==> config.mk <==
export PLATFORM = sky130hd
export DESIGN_NAME = spio_port
export DESIGN_NICKNAME = d
export VERILOG_FILES = /design/src/spio_pkg.sv /design/src/spio_pad_mux.sv /design/src/spio_port.sv
export SDC_FILE = /design/constraint.sdc
export NUM_CORES = 1
export LEC_CHECK = 0
export ABC_CLOCK_PERIOD_IN_PS = 2600
export BUFFER_PORTS_ARGS = -buffer_cell sky130_fd_sc_hd__buf_2
export CAP_MARGIN = 20
export CORE_MARGIN = 2
export CORE_UTILIZATION = 30
export DETAILED_ROUTE_END_ITERATION = 8
export GPL_ROUTABILITY_DRIVEN = 0
export PLACE_DENSITY = 0.62
export SYNTH_ARGS = -nofsm -noshare
export SYNTH_HDL_FRONTEND = slang
export SYNTH_SLANG_ARGS = --single-unit
==> constraint.sdc <==
create_clock -name i_clk -period 2.6 [get_ports i_clk]
set_clock_uncertainty 0.15 [all_clocks]
set_input_delay 0.13 -clock i_clk [delete_from_list [all_inputs] [get_ports i_clk]]
set_output_delay 0.13 -clock i_clk [all_outputs]
set_load 0.005 [all_outputs]
==> src/spio_pkg.sv <==
package spio_pkg;
    localparam int unsigned SPIO_WIDTH       = 16;
    localparam int unsigned SPIO_ADDR_W      = 4;
    // ****************************************
    // register byte offsets
    // ****************************************
    localparam logic [SPIO_ADDR_W-1:0] SPIO_OFS_DIR    = 4'h0;
    localparam logic [SPIO_ADDR_W-1:0] SPIO_OFS_LEVEL  = 4'h4;
    localparam logic [SPIO_ADDR_W-1:0] SPIO_OFS_LATCH  = 4'h8;
    localparam logic [SPIO_ADDR_W-1:0] SPIO_OFS_ANALOG = 4'hc;
    // ****************************************
    // reset values and unmapped read value
    // ****************************************
    localparam logic [31:0] SPIO_RST_DIR    = 32'hffff_ffff;
    localparam logic [31:0] SPIO_RST_LATCH  = 32'h0000_0000;
    localparam logic [31:0] SPIO_RST_ANALOG = 32'h0000_0000;
    localparam logic [31:0] SPIO_UNMAPPED   = 32'h0000_0000;
    // ****************************************
    // bus slave states
    // ****************************************
    typedef enum logic [1:0] {
        SPIO_IDLE = 2'b01,
        SPIO_DONE = 2'b10
    } spio_bus_st_t;
endpackage

==> src/spio_pad_mux.sv <==
`timescale 1ns/100ps
// ****************************************
// per-pad output ownership
// ****************************************
module spio_pad_mux #(
    parameter int unsigned WIDTH = 16
) (
    input  wire logic             i_clk,
    input  wire logic             i_rst,
    input  wire logic [WIDTH-1:0] i_dir,
    input  wire logic [WIDTH-1:0] i_latch,
    input  wire logic [WIDTH-1:0] i_impl,
    input  wire logic [WIDTH-1:0] i_per_en,
    input  wire logic [WIDTH-1:0] i_per_drive,
    input  wire logic [WIDTH-1:0] i_per_out,
    output logic      [WIDTH-1:0] o_pad_out,
    output logic      [WIDTH-1:0] o_pad_oe_n
);
    logic [WIDTH-1:0] per_own;
    // peripheral owns only when enabled and driving; input-only users never drive
    assign per_own = i_per_en & i_per_drive & i_impl;

    always_ff @(posedge i_clk) begin
        if (i_rst) begin
            o_pad_out  <= '0;
            o_pad_oe_n <= '1;
        end else begin
            o_pad_out  <= (per_own & i_per_out) | (~per_own & i_latch & i_impl);
            o_pad_oe_n <= ~per_own & (i_dir | ~i_impl);
        end
    end
endmodule

==> src/spio_port.sv <==
`timescale 1ns/100ps
// ****************************************
// shared parallel io port with avalon slave
// ****************************************
module spio_port
    import spio_pkg::*;
#(
    parameter int unsigned               WIDTH    = spio_pkg::SPIO_WIDTH,
    parameter logic [WIDTH-1:0]          IMPL_MSK = '1
) (
    input  wire logic                              i_clk,
    input  wire logic                              i_rst,
    input  wire logic [spio_pkg::SPIO_ADDR_W-1:0]  i_address,
    input  wire logic                              i_read,
    input  wire logic                              i_write,
    input  wire logic [31:0]                       i_writedata,
    input  wire logic [3:0]                        i_byteenable,
    output logic      [31:0]                       o_readdata,
    output logic                                   o_waitrequest,
    output logic      [1:0]                        o_response,
    input  wire logic [WIDTH-1:0]                  i_pad_in,
    output logic      [WIDTH-1:0]                  o_pad_out,
    output logic      [WIDTH-1:0]                  o_pad_oe_n,
    input  wire logic [WIDTH-1:0]                  i_per_en,
    input  wire logic [WIDTH-1:0]                  i_per_drive,
    input  wire logic [WIDTH-1:0]                  i_per_out
);
    import spio_pkg::*;

    initial begin
        if (WIDTH < 1 || WIDTH > 32) begin
            $error("width must be 1 to 32");
        end
    end

    logic [WIDTH-1:0] dir_q;
    logic [WIDTH-1:0] latch_q;
    logic [WIDTH-1:0] analog_q;
    logic [WIDTH-1:0] sync1_q;
    logic [WIDTH-1:0] sync2_q;
    logic [WIDTH-1:0] level;
    spio_bus_st_t     st_q;
    logic             wr_go;
    logic             rd_go;

    // ****************************************
    // helpers
    // ****************************************
    function automatic logic [WIDTH-1:0] merge(input logic [WIDTH-1:0] old_v,
                                               input logic [31:0]     wd,
                                               input logic [3:0]      be);
        logic [31:0] m;
        m = {{8{be[3]}}, {8{be[2]}}, {8{be[1]}}, {8{be[0]}}};
        merge = (old_v & ~m[WIDTH-1:0]) | (wd[WIDTH-1:0] & m[WIDTH-1:0]);
    endfunction

    function automatic logic [31:0] widen(input logic [WIDTH-1:0] v);
        logic [31:0] r;
        r = '0;
        r[WIDTH-1:0] = v & IMPL_MSK;
        widen = r;
    endfunction

    // ****************************************
    // bus handshake, one wait state
    // ****************************************
    assign wr_go = (st_q == SPIO_IDLE) && i_write;
    assign rd_go = (st_q == SPIO_IDLE) && i_read;

    always_ff @(posedge i_clk) begin
        if (i_rst) begin
            st_q          <= SPIO_IDLE;
            o_waitrequest <= 1'b1;
        end else begin
            case (st_q)
                SPIO_IDLE: begin
                    if (i_read || i_write) begin
                        st_q          <= SPIO_DONE;
                        o_waitrequest <= 1'b0;
                    end
                end
                SPIO_DONE: begin
                    st_q          <= SPIO_IDLE;
                    o_waitrequest <= 1'b1;
                end
                default: begin
                    st_q          <= SPIO_IDLE;
                    o_waitrequest <= 1'b1;
                end
            endcase
        end
    end

    // ****************************************
    // direction register
    // ****************************************
    always_ff @(posedge i_clk) begin
        if (i_rst) begin
            dir_q <= SPIO_RST_DIR[WIDTH-1:0];
        end else if (wr_go && i_address == SPIO_OFS_DIR) begin
            dir_q <= merge(dir_q, i_writedata, i_byteenable) & IMPL_MSK;
        end
    end

    // ****************************************
    // output latch, written from either offset
    // ****************************************
    always_ff @(posedge i_clk) begin
        if (i_rst) begin
            latch_q <= SPIO_RST_LATCH[WIDTH-1:0];
        end else if (wr_go && (i_address == SPIO_OFS_LATCH || i_address == SPIO_OFS_LEVEL)) begin
            latch_q <= merge(latch_q, i_writedata, i_byteenable) & IMPL_MSK;
        end
    end

    // ****************************************
    // analog select
    // ****************************************
    always_ff @(posedge i_clk) begin
        if (i_rst) begin
            analog_q <= SPIO_RST_ANALOG[WIDTH-1:0];
        end else if (wr_go && i_address == SPIO_OFS_ANALOG) begin
            analog_q <= merge(analog_q, i_writedata, i_byteenable) & IMPL_MSK;
        end
    end

    // ****************************************
    // pad input synchroniser
    // ****************************************
    always_ff @(posedge i_clk) begin
        if (i_rst) begin
            sync1_q <= '0;
            sync2_q <= '0;
        end else begin
            sync1_q <= i_pad_in;
            sync2_q <= sync1_q;
        end
    end

    // level view ignores ownership, masks analog pins
    assign level = sync2_q & ~analog_q;

    // ****************************************
    // read data
    // ****************************************
    always_ff @(posedge i_clk) begin
        if (i_rst) begin
            o_readdata <= '0;
            o_response <= 2'b00;
        end else if (rd_go) begin
            o_response <= 2'b00;
            if (i_address == SPIO_OFS_DIR) begin
                o_readdata <= widen(dir_q);
            end else if (i_address == SPIO_OFS_LEVEL) begin
                o_readdata <= widen(level);
            end else if (i_address == SPIO_OFS_LATCH) begin
                o_readdata <= widen(latch_q);
            end else if (i_address == SPIO_OFS_ANALOG) begin
                o_readdata <= widen(analog_q);
            end else begin
                o_readdata <= SPIO_UNMAPPED;
                o_response <= 2'b10;
            end
        end else if (wr_go) begin
            o_readdata <= '0;
            if (i_address == SPIO_OFS_DIR || i_address == SPIO_OFS_LEVEL ||
                i_address == SPIO_OFS_LATCH || i_address == SPIO_OFS_ANALOG) begin
                o_response <= 2'b00;
            end else begin
                o_response <= 2'b10;
            end
        end
    end

    // ****************************************
    // pad ownership
    // ****************************************
    spio_pad_mux #(
        .WIDTH (WIDTH)
    ) u_mux (
        .i_clk       (i_clk),
        .i_rst       (i_rst),
        .i_dir       (dir_q),
        .i_latch     (latch_q),
        .i_impl      (IMPL_MSK),
        .i_per_en    (i_per_en),
        .i_per_drive (i_per_drive),
        .i_per_out   (i_per_out),
        .o_pad_out   (o_pad_out),
        .o_pad_oe_n  (o_pad_oe_n)
    );
endmodule

Yosys cells after proc, flatten, opt, wreduce, memory -nomap -nowiden
Cells that the tools add are included.
{"block": "totals", "register_bits": 149, "latch_bits": 0, "mem_bits_rw": 0, "elab_cells": 58, "input_bits": 108, "n_memories": 0, "rom_bits": 0, "output_inout_bits": 67}
{"block": "op_classes", "n_shift": 0, "n_lt_le_gt_ge": 0, "n_bitwise": 17, "n_reduce_logical": 13, "n_eq_ne": 4, "addsub": 0, "mux": 13, "mul": 0, "div_mod_pow": 0}
{"operator": "$and A16 B16 Y16", "n": 9}
{"operator": "$mux W16", "n": 4}
{"operator": "$mux W32", "n": 2}
{"operator": "$or A16 B16 Y16", "n": 4}
{"operator": "$not A16 Y16", "n": 3}
{"operator": "$mux W2", "n": 7}
{"operator": "$eq A4 B4 Y1 const B", "n": 2}
{"operator": "$logic_and A1 B1 Y1", "n": 5}
{"operator": "$logic_or A1 B1 Y1", "n": 5}
{"operator": "$eq A4 B3 Y1 const B", "n": 1}
{"operator": "$logic_not A4 Y1", "n": 1}
{"operator": "$eq A2 B1 Y1 const B", "n": 1}
{"operator": "$reduce_bool A2 Y1", "n": 1}
{"operator": "$reduce_or A2 Y1", "n": 1}
{"operator": "$not A1 Y1", "n": 1}

Depth between registers and ports, before layout
Gate-level depths: netlist (run 1).
{"block": "logic_depth", "depth_word": 7, "depth_mapped": 7}

By module
Synthesis (run 1) repeated with hierarchy kept, for this count alone.
{"block": "unflattened", "cells_unflattened": 519, "area_unflattened_um2": 5375.2}
{"mod": "spio_port", "area_per_inst_um2": 4010.1, "seq_area_each_um2": 1981.9, "cells_each": 390, "instances": 1}
{"mod": "spio_pad_mux", "area_per_inst_um2": 1365.1, "seq_area_each_um2": 640.6, "cells_each": 129, "instances": 1}

Worst setup path before layout (run 1)
OpenSTA, ideal clock, no wires.
{"block": "synth_path", "kind": "flip-flop to flip-flop", "start": "register st_q[1]", "end": "register (tool-made name)", "synth_period_minus_slack_ps": 1729, "t_arrival_ps": 1451, "slack_ps": 871, "setup_time_ps": 128, "path_stages_with_launch": 6, "cell_sequence": "dfxtp_1 > nand4b_1 > or3_1 > buf_4 > mux2i_1 > nor2_1"}
{"element": "from (decl)", "line": "spio_port.sv:42", "source": "spio_bus_st_t st_q;"}
{"element": "from (signal assigned)", "line": "spio_port.sv:72", "source": "st_q <= SPIO_IDLE;"}
{"element": "from (signal assigned)", "line": "spio_port.sv:78", "source": "st_q <= SPIO_DONE;"}
{"element": "from (signal assigned)", "line": "spio_port.sv:83", "source": "st_q <= SPIO_IDLE;"}

Worst setup path in the final report (run 1)
{"block": "layout_path", "start": "input port i_rst", "end": "register u_mux.o_pad_out[13]"}
{"element": "from (decl)", "line": "spio_port.sv:12", "source": "input wire logic i_rst,"}
{"element": "to (signal assigned)", "line": "spio_pad_mux.sv:28", "source": "o_pad_out <= (per_own & i_per_out) | (~per_own & i_latch & i_impl);"}
{"element": "to (decl)", "line": "spio_pad_mux.sv:16", "source": "output logic [WIDTH-1:0] o_pad_out,"}
No word-level cell between the ends.

==> results of run 1 <==
==> kinds of logic (layout without fill, tap and decap cells) <==
| logic type | Yosys count | in the layout | share of synthesized area |
|---|---|---|---|
| xor gates and xnor gates | 1 | 1 | 0.00173 |
| DFF | 131 | 131 | 0.518 |
| muxes | 49 | 49 | 0.0989 |
| buffers and inverters | 56 | 291 | 0.0635 |
| and+or+nand+nor | 179 | 179 | 0.191 |
| AOI/OAI and AO/OA | 89 | 89 | 0.126 |
| other | 1 | 17 | 0.000741 |
==> area by class of cell <==
cell class / count / area, um2 / share of cell area
well taps: 220 / 275 / 0.0368
inverters: 10 / 37.5 / 0.00502
clock inverters: 11 / 135 / 0.0181
flip-flops and latches: 131 / 2620 / 0.351
repair buffers: 249 / 1770 / 0.237
clock buffers: 21 / 450 / 0.0603
multi-input cells: 335 / 2180 / 0.291
==> cell usage after synthesis <==
master       n
dfxtp_1    131
nor2b_1     51
mux2i_1     41
nand2_1     41
nor2_1      36
nand3_1     24
clkbuf_1    20
buf_4       19
a211o_1     16
a21o_1      16
a21oi_1     16
o21ai_0     16
inv_1       10
a22oi_1      8
a32o_1       8
mux2_2       8
nand2b_1     8
nand3b_1     8
o2bb2ai_1    8
buf_2        2
buf_6        2
buf_8        2
nand4b_1     2
nor2_8       2
nor3_4       2
or3_1        2
and3b_1      1
buf_1        1
conb_1       1
o21a_1       1
or2_1        1
or4_4        1
xnor2_1      1
==> power by group <==
part	internal [mW]	switching (mW)	total, mW
registers	2.07	0.0210	2.09
clock network	1.52	0.855	2.38
logic	0.230	0.200	0.430
==> stage by stage <==
stage	setup WS (ns)	instance area (um2)
2_1_floorplan	0.871	5120
3_3_place_gp	0.625	5890
3_5_place_dp	0.575	5890
4_1_cts	0.273	7470
5_1_grt	0.144	7470
6_report	0.260	7470
==> layout by cell type (no fill, tap or decap), types with 10 or more instances in the layout <==
cell / count
clkbuf_16: 17
o21ai_0: 16
a211o_1: 16
buf_2: 138
dlygate4sd3_1: 100
nand3_1: 24
a21oi_1: 16
dfxtp_1: 131
buf_4: 11
nor2b_1: 51
inv_1: 10
a21o_1: 16
conb_1: 17
nor2_1: 36
mux2i_1: 41
nand2_1: 41
==> critical path, cell delays in order <==
cell and delay [ns]:
dlygate4sd3_1 0.52, buf_4 0.29, buf_4 0.79, a21oi_1 0.11
dlygate4sd3_1 0.61
==> final timing paths <==
kind	from	to	slack, ns	cells past startpoint
setup / recovery	i_rst	u_mux.o_pad_out[13]$_SDFF_PP0_	0.26	5
hold / removal	i_read	o_response[1]$_SDFFE_PP0P_	0.03	4
setup reg to reg	st_q[0]$_SDFFE_PP1P_	flop	0.57	4
hold reg to reg	sync1_q[7]$_SDFF_PP0_	sync2_q[7]$_SDFF_PP0_	0.29	1
==> metal layers <==
metal  global-route usage  part of all wire  vias to the layer above
li1                     -                 -                     2191
met1                0.204              0.47                     1971
met2                0.255              0.46                      144
met3               0.0435             0.059                       12
met4               0.0567             0.012                        0
met5                    0                 0                        -
==> repair_timing <==
item	CTS	global route
endpoints found under the hold margin	102	0
gates resized for setup	0	0
hold buffers	100	0
==> flow_metrics.tcl, run 1 <==
set metrics [dict create \
    wl_per_cell_um 14.1 \
    wirelength_um 13800 \
    firstDrtPassIters 5 \
    placed_cells 845 \
    grt_pass1_vias 4282 \
    yosys.area.top_type_share 0.518 \
    hold_slack_ns 0.0343 \
    fmax_ghz 0.427 \
    final-hold-violation-count 0 \
    ir_drop_mv 0.433 \
    cts-buffers-inserted 17 \
    layout-area-overhead-vs-synth_pct 47.6 \
    synthTopCellsByArea "dfxtp_1 52%, mux2i_1 8.1%, nor2b_1 6.3%" \
    finalCritPeriodShare 0.900 \
    drt_iter0_drc 198 \
    numClockSinks 131 \
    fin_crit_ns 2.34 \
    synth_seq_cells 131 \
    num-nets-final 852 \
    hpwlAfterDp_um 8230 \
    coreArea_um2 16500 \
    avgSynthCellArea_um2 10.0 \
    maxCapViolCount 0 \
    drc_errors 0 \
    path_clk_slew_ns 0.06 \
    crit_path_start_kind "primary input" \
    rsz0062_at_grt "no" \
    grt_pass1_wl_um 22000 \
    synth_area_um2 5060 \
    synth_cell_types 33 \
    yosysWarningCount 0 \
    via_count 4318 \
    initial_core_util 0.306 \
    utilization 0.452 \
    die_w_um 134 \
    slew_viol_final 0 \
    grt_start_max_net_pins 91 \
    ant_nets 0 \
    std_cell_rows 47 \
    hold_path.class "primary input to flop" \
    drive_above_1_share 0.252 \
    crit_type "primary input to flop" \
    fin_cells 977 \
    ys_seq_area_frac 0.518 \
    via_per_inst 4.42 \
    h-tree-depth 4 \
    power_density_nw_per_um2 655 \
    clock_latency_ns 0.42 \
    cts_setup_buffers 0 \
    status "finished clean" \
    crit_path_max_fanout 90 \
    die_area_um2 17900 \
    io_pins 175 \
    cts_root_buf "clkbuf_16" \
    clockBufferDepth 2 \
    setup_viol 0 \
    tightest_slew_ns 0.928 \
    portBuffers 139 \
    finalPower_mw 4.89 \
    cts_tree "built" \
    overflow 0 \
    antenna_found_initial 0 \
    grt_usage 0.158 \
    yosys.area.top_type "dfxtp_1" \
    worst_slew_margin_rel 0.381 \
    fill_cells 1569 \
    die_h_um 134 \
    syn_inst 506 \
    fin_setup_tns_ns 0 \
    arrival_ns 2.49 \
    diodes 0 \
    crit_required_ns 2.75 \
    endpoint_kind "flop" \
    p_leak_nw 3.26 \
]
(Power assumes the default switching activity.)
==> run 2: changes to the inputs <==
CORE_UTILIZATION = 54   (was 30)
PLACE_DENSITY = 0.95   (was 0.62)
==> run 2 against run 1 <==
Global-route usage is 14 points higher. Sequential share of layout area is 0.87 points higher. Clock-buffer cell count is 2 higher. Flip-flop and latch count stayed put. Wire length is 9.9% higher. Worst hold slack better by 0.037 ns. Highest routed layer unchanged.
==> flow_metrics.tcl, run 2 (synthesis results as in run 1) <==
set metrics [dict create \
    endpoint_kind "flop" \
    hpwlAfterDp_um 8120 \
    slew_viol_final 0 \
    firstDrtPassIters 7 \
    drt_iter0_drc 231 \
    numClockSinks 131 \
    fin_crit_ns 2.10 \
    h-tree-depth 4 \
    die_h_um 101 \
    p_leak_nw 3.23 \
    clockBufferDepth 2 \
    status "finished clean" \
    clock_latency_ns 0.52 \
    dr_wl_met2_um 7740 \
    finalCritPeriodShare 0.807 \
    fmax_ghz 0.477 \
    crit_path_max_fanout 8 \
    antenna_found_initial 0 \
    portBuffers 139 \
    grt_pass1_wl_um 23400 \
    cts_tree "built" \
    rsz0062_at_grt "no" \
    drc_errors 0 \
    overflow 0 \
    layout_common_cells "138 x buf_2, 131 x dfxtp_1, 100 x dlygate4sd3_1" \
    num-nets-final 848 \
    wl_per_cell_um 17.5 \
    setup_viol 0 \
    met1_length_um 5670 \
    layout-area-overhead-vs-synth_pct 44.0 \
    tightest_slew_ns 0.778 \
    reg2reg_slack_ns 0.50 \
    via_per_inst 5.48 \
    wirelength_um 15100 \
    cts_root_buf "clkbuf_8" \
    power_density_nw_per_um2 661 \
    fin_cells 864 \
    fin_setup_tns_ns 0 \
    ant_nets 0 \
    r2r_cells 4 \
    wl_met3_um 1180 \
    crit_chain "nand4b_1 -> or3_1 -> mux2i_1 -> nor2_1" \
    die_area_um2 10200 \
    regToRegStartpoint "st_q[1]$_SDFFE_PP0P_" \
    cpPeakStageDelay_ns 0.74 \
    whs_path_depth 3 \
    highest_layer "met4" \
    grt_pass1_vias 4844 \
    diodes 0 \
    cp_slowest_cell "or3_1" \
    drive_above_1_share 0.248 \
    crit_required_ns 2.83 \
    worst_slew_margin_rel 0.479 \
    die_w_um 101 \
    arrival_ns 2.32 \
    ir_drop_mv 0.484 \
    finalPower_mw 4.82 \
    crit_type "flop to flop" \
    final-hold-violation-count 0 \
    via_count 4739 \
    grt_usage 0.302 \
    coreArea_um2 9150 \
    crit_path_start_kind "flop" \
    mostFrequentLayoutCell "buf_2" \
    path_clk_slew_ns 0.06 \
    std_cell_rows 35 \
    io_pins 175 \
    initial_core_util 0.553 \
    grt_start_max_net_pins 60 \
    placed_cells 732 \
    ctsResizeCount 0 \
    hold_path.class "primary input to flop" \
    hp-start "i_rst" \
    cts-buffers-inserted 17 \
    maxCapViolCount 0 \
]
run 2: per-stage QoR:
| step | setup WS [ns] | util | hold WS, ns | cell area [um2] |
|---|---|---|---|---|
| floorplan | 0.871 | - | 0.0979 | 5120 |
| global placement | 0.658 | 0.625 | 0.190 | 5720 |
| detailed placement | 0.592 | 0.625 | 0.192 | 5720 |
| CTS | 0.529 | 0.797 | 0.0507 | 7290 |
| global route | 0.417 | 0.797 | 0.0892 | 7290 |
| finish | 0.503 | 0.797 | 0.0718 | 7290 |
run 2: cell type report:
cell class | count | area, um2
clock buffers | 23 | 467
clock inverters | 9 | 104
repair buffers | 245 | 1740
multi-input cells | 335 | 2180
flip-flops and latches | 131 | 2620
inverters | 10 | 37.5
well taps | 111 | 139
fillers | 529 | 1860
run 2: repair_timing:
action                                 CTS  global route
buffers inserted                         0             0
hold buffers                           100             0
endpoints found under the hold margin  106             0
run 2: how the worst max path moves through the flow:
stage	startpoint	slack, ns	cells past startpoint	endpoint
detailed placement	st_q[1]$_SDFFE_PP0P_	0.59	4	flop
CTS	st_q[1]$_SDFFE_PP0P_	0.53	4	flop
global placement	st_q[1]$_SDFFE_PP0P_	0.66	4	flop
floorplan	st_q[1]$_SDFFE_PP0P_	0.87	5	flop
global route	st_q[1]$_SDFFE_PP0P_	0.42	4	flop
finish	st_q[1]$_SDFFE_PP0P_	0.50	4	flop
run 2: routing by layer:
layer / vias up / track usage
met1: 2227 / 0.333
met5: - / 0
met4: 0 / 0.164
met2: 282 / 0.528
li1: 2168 / -
met3: 62 / 0.0784
run 2: power by group:
part,switching [mW],internal [mW]
registers,0.0236,2.07
logic,0.213,0.229
clock network,0.850,1.43
total,1.09,3.73
run 2: worst max-delay path: cells and delay by family, from the launching register on:
kind	cells	cell delay, ns
mux	1	0.29
flops	1	0.31
simple gates	3	1.19
==> run 3: changes to the inputs <==
ABC_CLOCK_PERIOD_IN_PS = 2050   (was 2600)
CORE_UTILIZATION = 50   (was 54)
PLACE_DENSITY = 0.9   (was 0.95)
clock period = 2.05 ns   (was 2.6 ns; I/O delays follow)
==> run 3 against run 2 <==
Power up 29%. Flip-flop and latch count is the same. Clock power is 30% higher. Setup slack worse by 0.43 ns. Non-clock buffer count is 21 higher. First-iteration DRC count rose by 48%. Combinational power up 37%. Utilization fell by 3.0 points. Largest cell class unchanged. Register-to-register slack lost 0.43 ns. Sequential power is 27% higher. Worst hold slack lost 0.047 ns.
==> flow_metrics.tcl, run 3 (synthesis results as in run 1) <==
set metrics [dict create \
    maxCapViolCount 0 \
    die_w_um 105 \
    grt_usage 0.292 \
    layout_common_cells "138 x buf_2, 131 x dfxtp_1, 114 x dlygate4sd3_1" \
    finalCritPeriodShare 0.963 \
    num-nets-final 869 \
    grt_pass1_wl_um 25000 \
    crit_type "flop to flop" \
    portBuffers 139 \
    initial_core_util 0.516 \
    r2r_cells 5 \
    overflow 0 \
    arrival_ns 2.23 \
    io_pins 175 \
    setup_viol 0 \
    grt_start_max_net_pins 78 \
    fmax_ghz 0.506 \
    ir_drop_mv 0.570 \
    clock_latency_ns 0.53 \
    hpwlAfterDp_um 8230 \
    wirelength_um 15700 \
    via_count 4876 \
    cts_root_buf "clkbuf_8" \
    power_density_nw_per_um2 827 \
    worst_slew_margin_rel 0.479 \
    regToRegStartpoint "st_q[0]$_SDFFE_PP1P_" \
    drt_iter0_drc 341 \
    hold_slack_ns 0.0246 \
    cts_tree "built" \
    crit_path_start_kind "flop" \
    mostFrequentLayoutCell "buf_2" \
    grt_pass1_vias 5069 \
    placed_cells 761 \
    antenna_found_initial 0 \
    design_area_um2 7520 \
    tightest_slew_ns 0.781 \
    layout-area-overhead-vs-synth_pct 48.6 \
    crit_required_ns 2.30 \
    cts-buffers-inserted 17 \
    h-tree-depth 4 \
    slew_viol_final 0 \
    worstReg2RegEnd "o_response[1]$_SDFFE_PP0P_" \
    crit_path_max_fanout 4 \
    coreArea_um2 9820 \
    hold_path.class "primary input to flop" \
    die_area_um2 10900 \
    drive_above_1_share 0.254 \
    reg2reg_slack_ns 0.08 \
    status "finished clean" \
    drc_errors 0 \
    numClockSinks 131 \
    fin_cells 906 \
    placed_cell_area_um2 5800 \
    endpoint_kind "flop" \
    crit_start "st_q[0]$_SDFFE_PP1P_" \
    std_cell_rows 36 \
    die_h_um 105 \
    p_leak_nw 3.34 \
    wl_per_cell_um 17.3 \
    fin_setup_tns_ns 0 \
    via_per_inst 5.38 \
    firstDrtPassIters 5 \
    rsz0062_at_grt "no" \
    crit_path_end "o_response[1]$_SDFFE_PP0P_" \
    final-hold-violation-count 0 \
    fin_crit_ns 1.97 \
    clockBufferDepth 2 \
    diodes 0 \
    ant_nets 0 \
    path_clk_slew_ns 0.06 \
]
[run 3: cell types whose count changed in the layout (fill, tap and decap cells not counted), sizes merged]
cell         change
bufinv           +1
dlygate4sd3     +14
clkbuf           -3
buf              +7
clkinv           +1
[run 3: per-layer routing]
layer | global-route usage | up-vias | part of all wire
li1 | - | 2212 | -
met1 | 0.307 | 2296 | 0.37
met2 | 0.498 | 280 | 0.50
met3 | 0.0780 | 88 | 0.068
met4 | 0.222 | 0 | 0.064
met5 | 0 | - | 0
[run 3: power by group]
part           leakage (nW)  internal (mW)  switching, mW
clock network         0.286           1.89           1.07
logic                  1.98          0.317          0.287
registers              1.07           2.62         0.0293
[run 3: per-stage QoR]
stage | utilization | setup slack [ns] | total power, mW
finish | 0.766 | 0.0751 | 6.22
global route | 0.766 | 0.0228 | 6.42
CTS | 0.766 | 0.196 | 6.20
detailed placement | 0.591 | 0.155 | 3.11
global placement | 0.591 | 0.225 | 3.09
floorplan | - | 0.321 | 2.94
[run 3: timing repair]
action / 4_1_cts / 5_1_grt
setup buffers: 0 / 0
endpoints found under the setup margin: 0 / 1
endpoints found under the hold margin: 113 / 0
resized for setup: 0 / 1
hold buffers: 114 / 0
[run 3: layout make-up]
class	instances	area, um2
flip-flops and latches	131	2620
fillers	644	2290
multi-input cells	335	2180
repair buffers	266	1940
clock buffers	20	445
well taps	133	166
clock inverters	11	135
inverters	10	37.5
[run 3: worst min-delay path by stage]
stage / startpoint / to / slack (ns) / cells past startpoint
2_1_floorplan: i_writedata[15] / flop / 0.07 / 1
3_3_place_gp: i_pad_in[3] / sync1_q[3]$_SDFF_PP0_ / 0.17 / 2
3_5_place_dp: i_pad_in[4] / sync1_q[4]$_SDFF_PP0_ / 0.17 / 2
4_1_cts: i_address[0] / o_readdata[12]$_SDFFE_PP0P_ / 0.009 / 4
5_1_grt: i_address[0] / o_readdata[12]$_SDFFE_PP0P_ / 0.04 / 4
6_report: i_address[0] / o_readdata[12]$_SDFFE_PP0P_ / 0.02 / 4
[run 3: worst max-delay path: stages, from the launching register on]
cell	delay, ns
dfxtp_1	0.38
nor2b_2	0.20
o21a_1	0.15
dlygate4sd3_1	0.63
mux2i_1	0.25
nor2_1	0.08
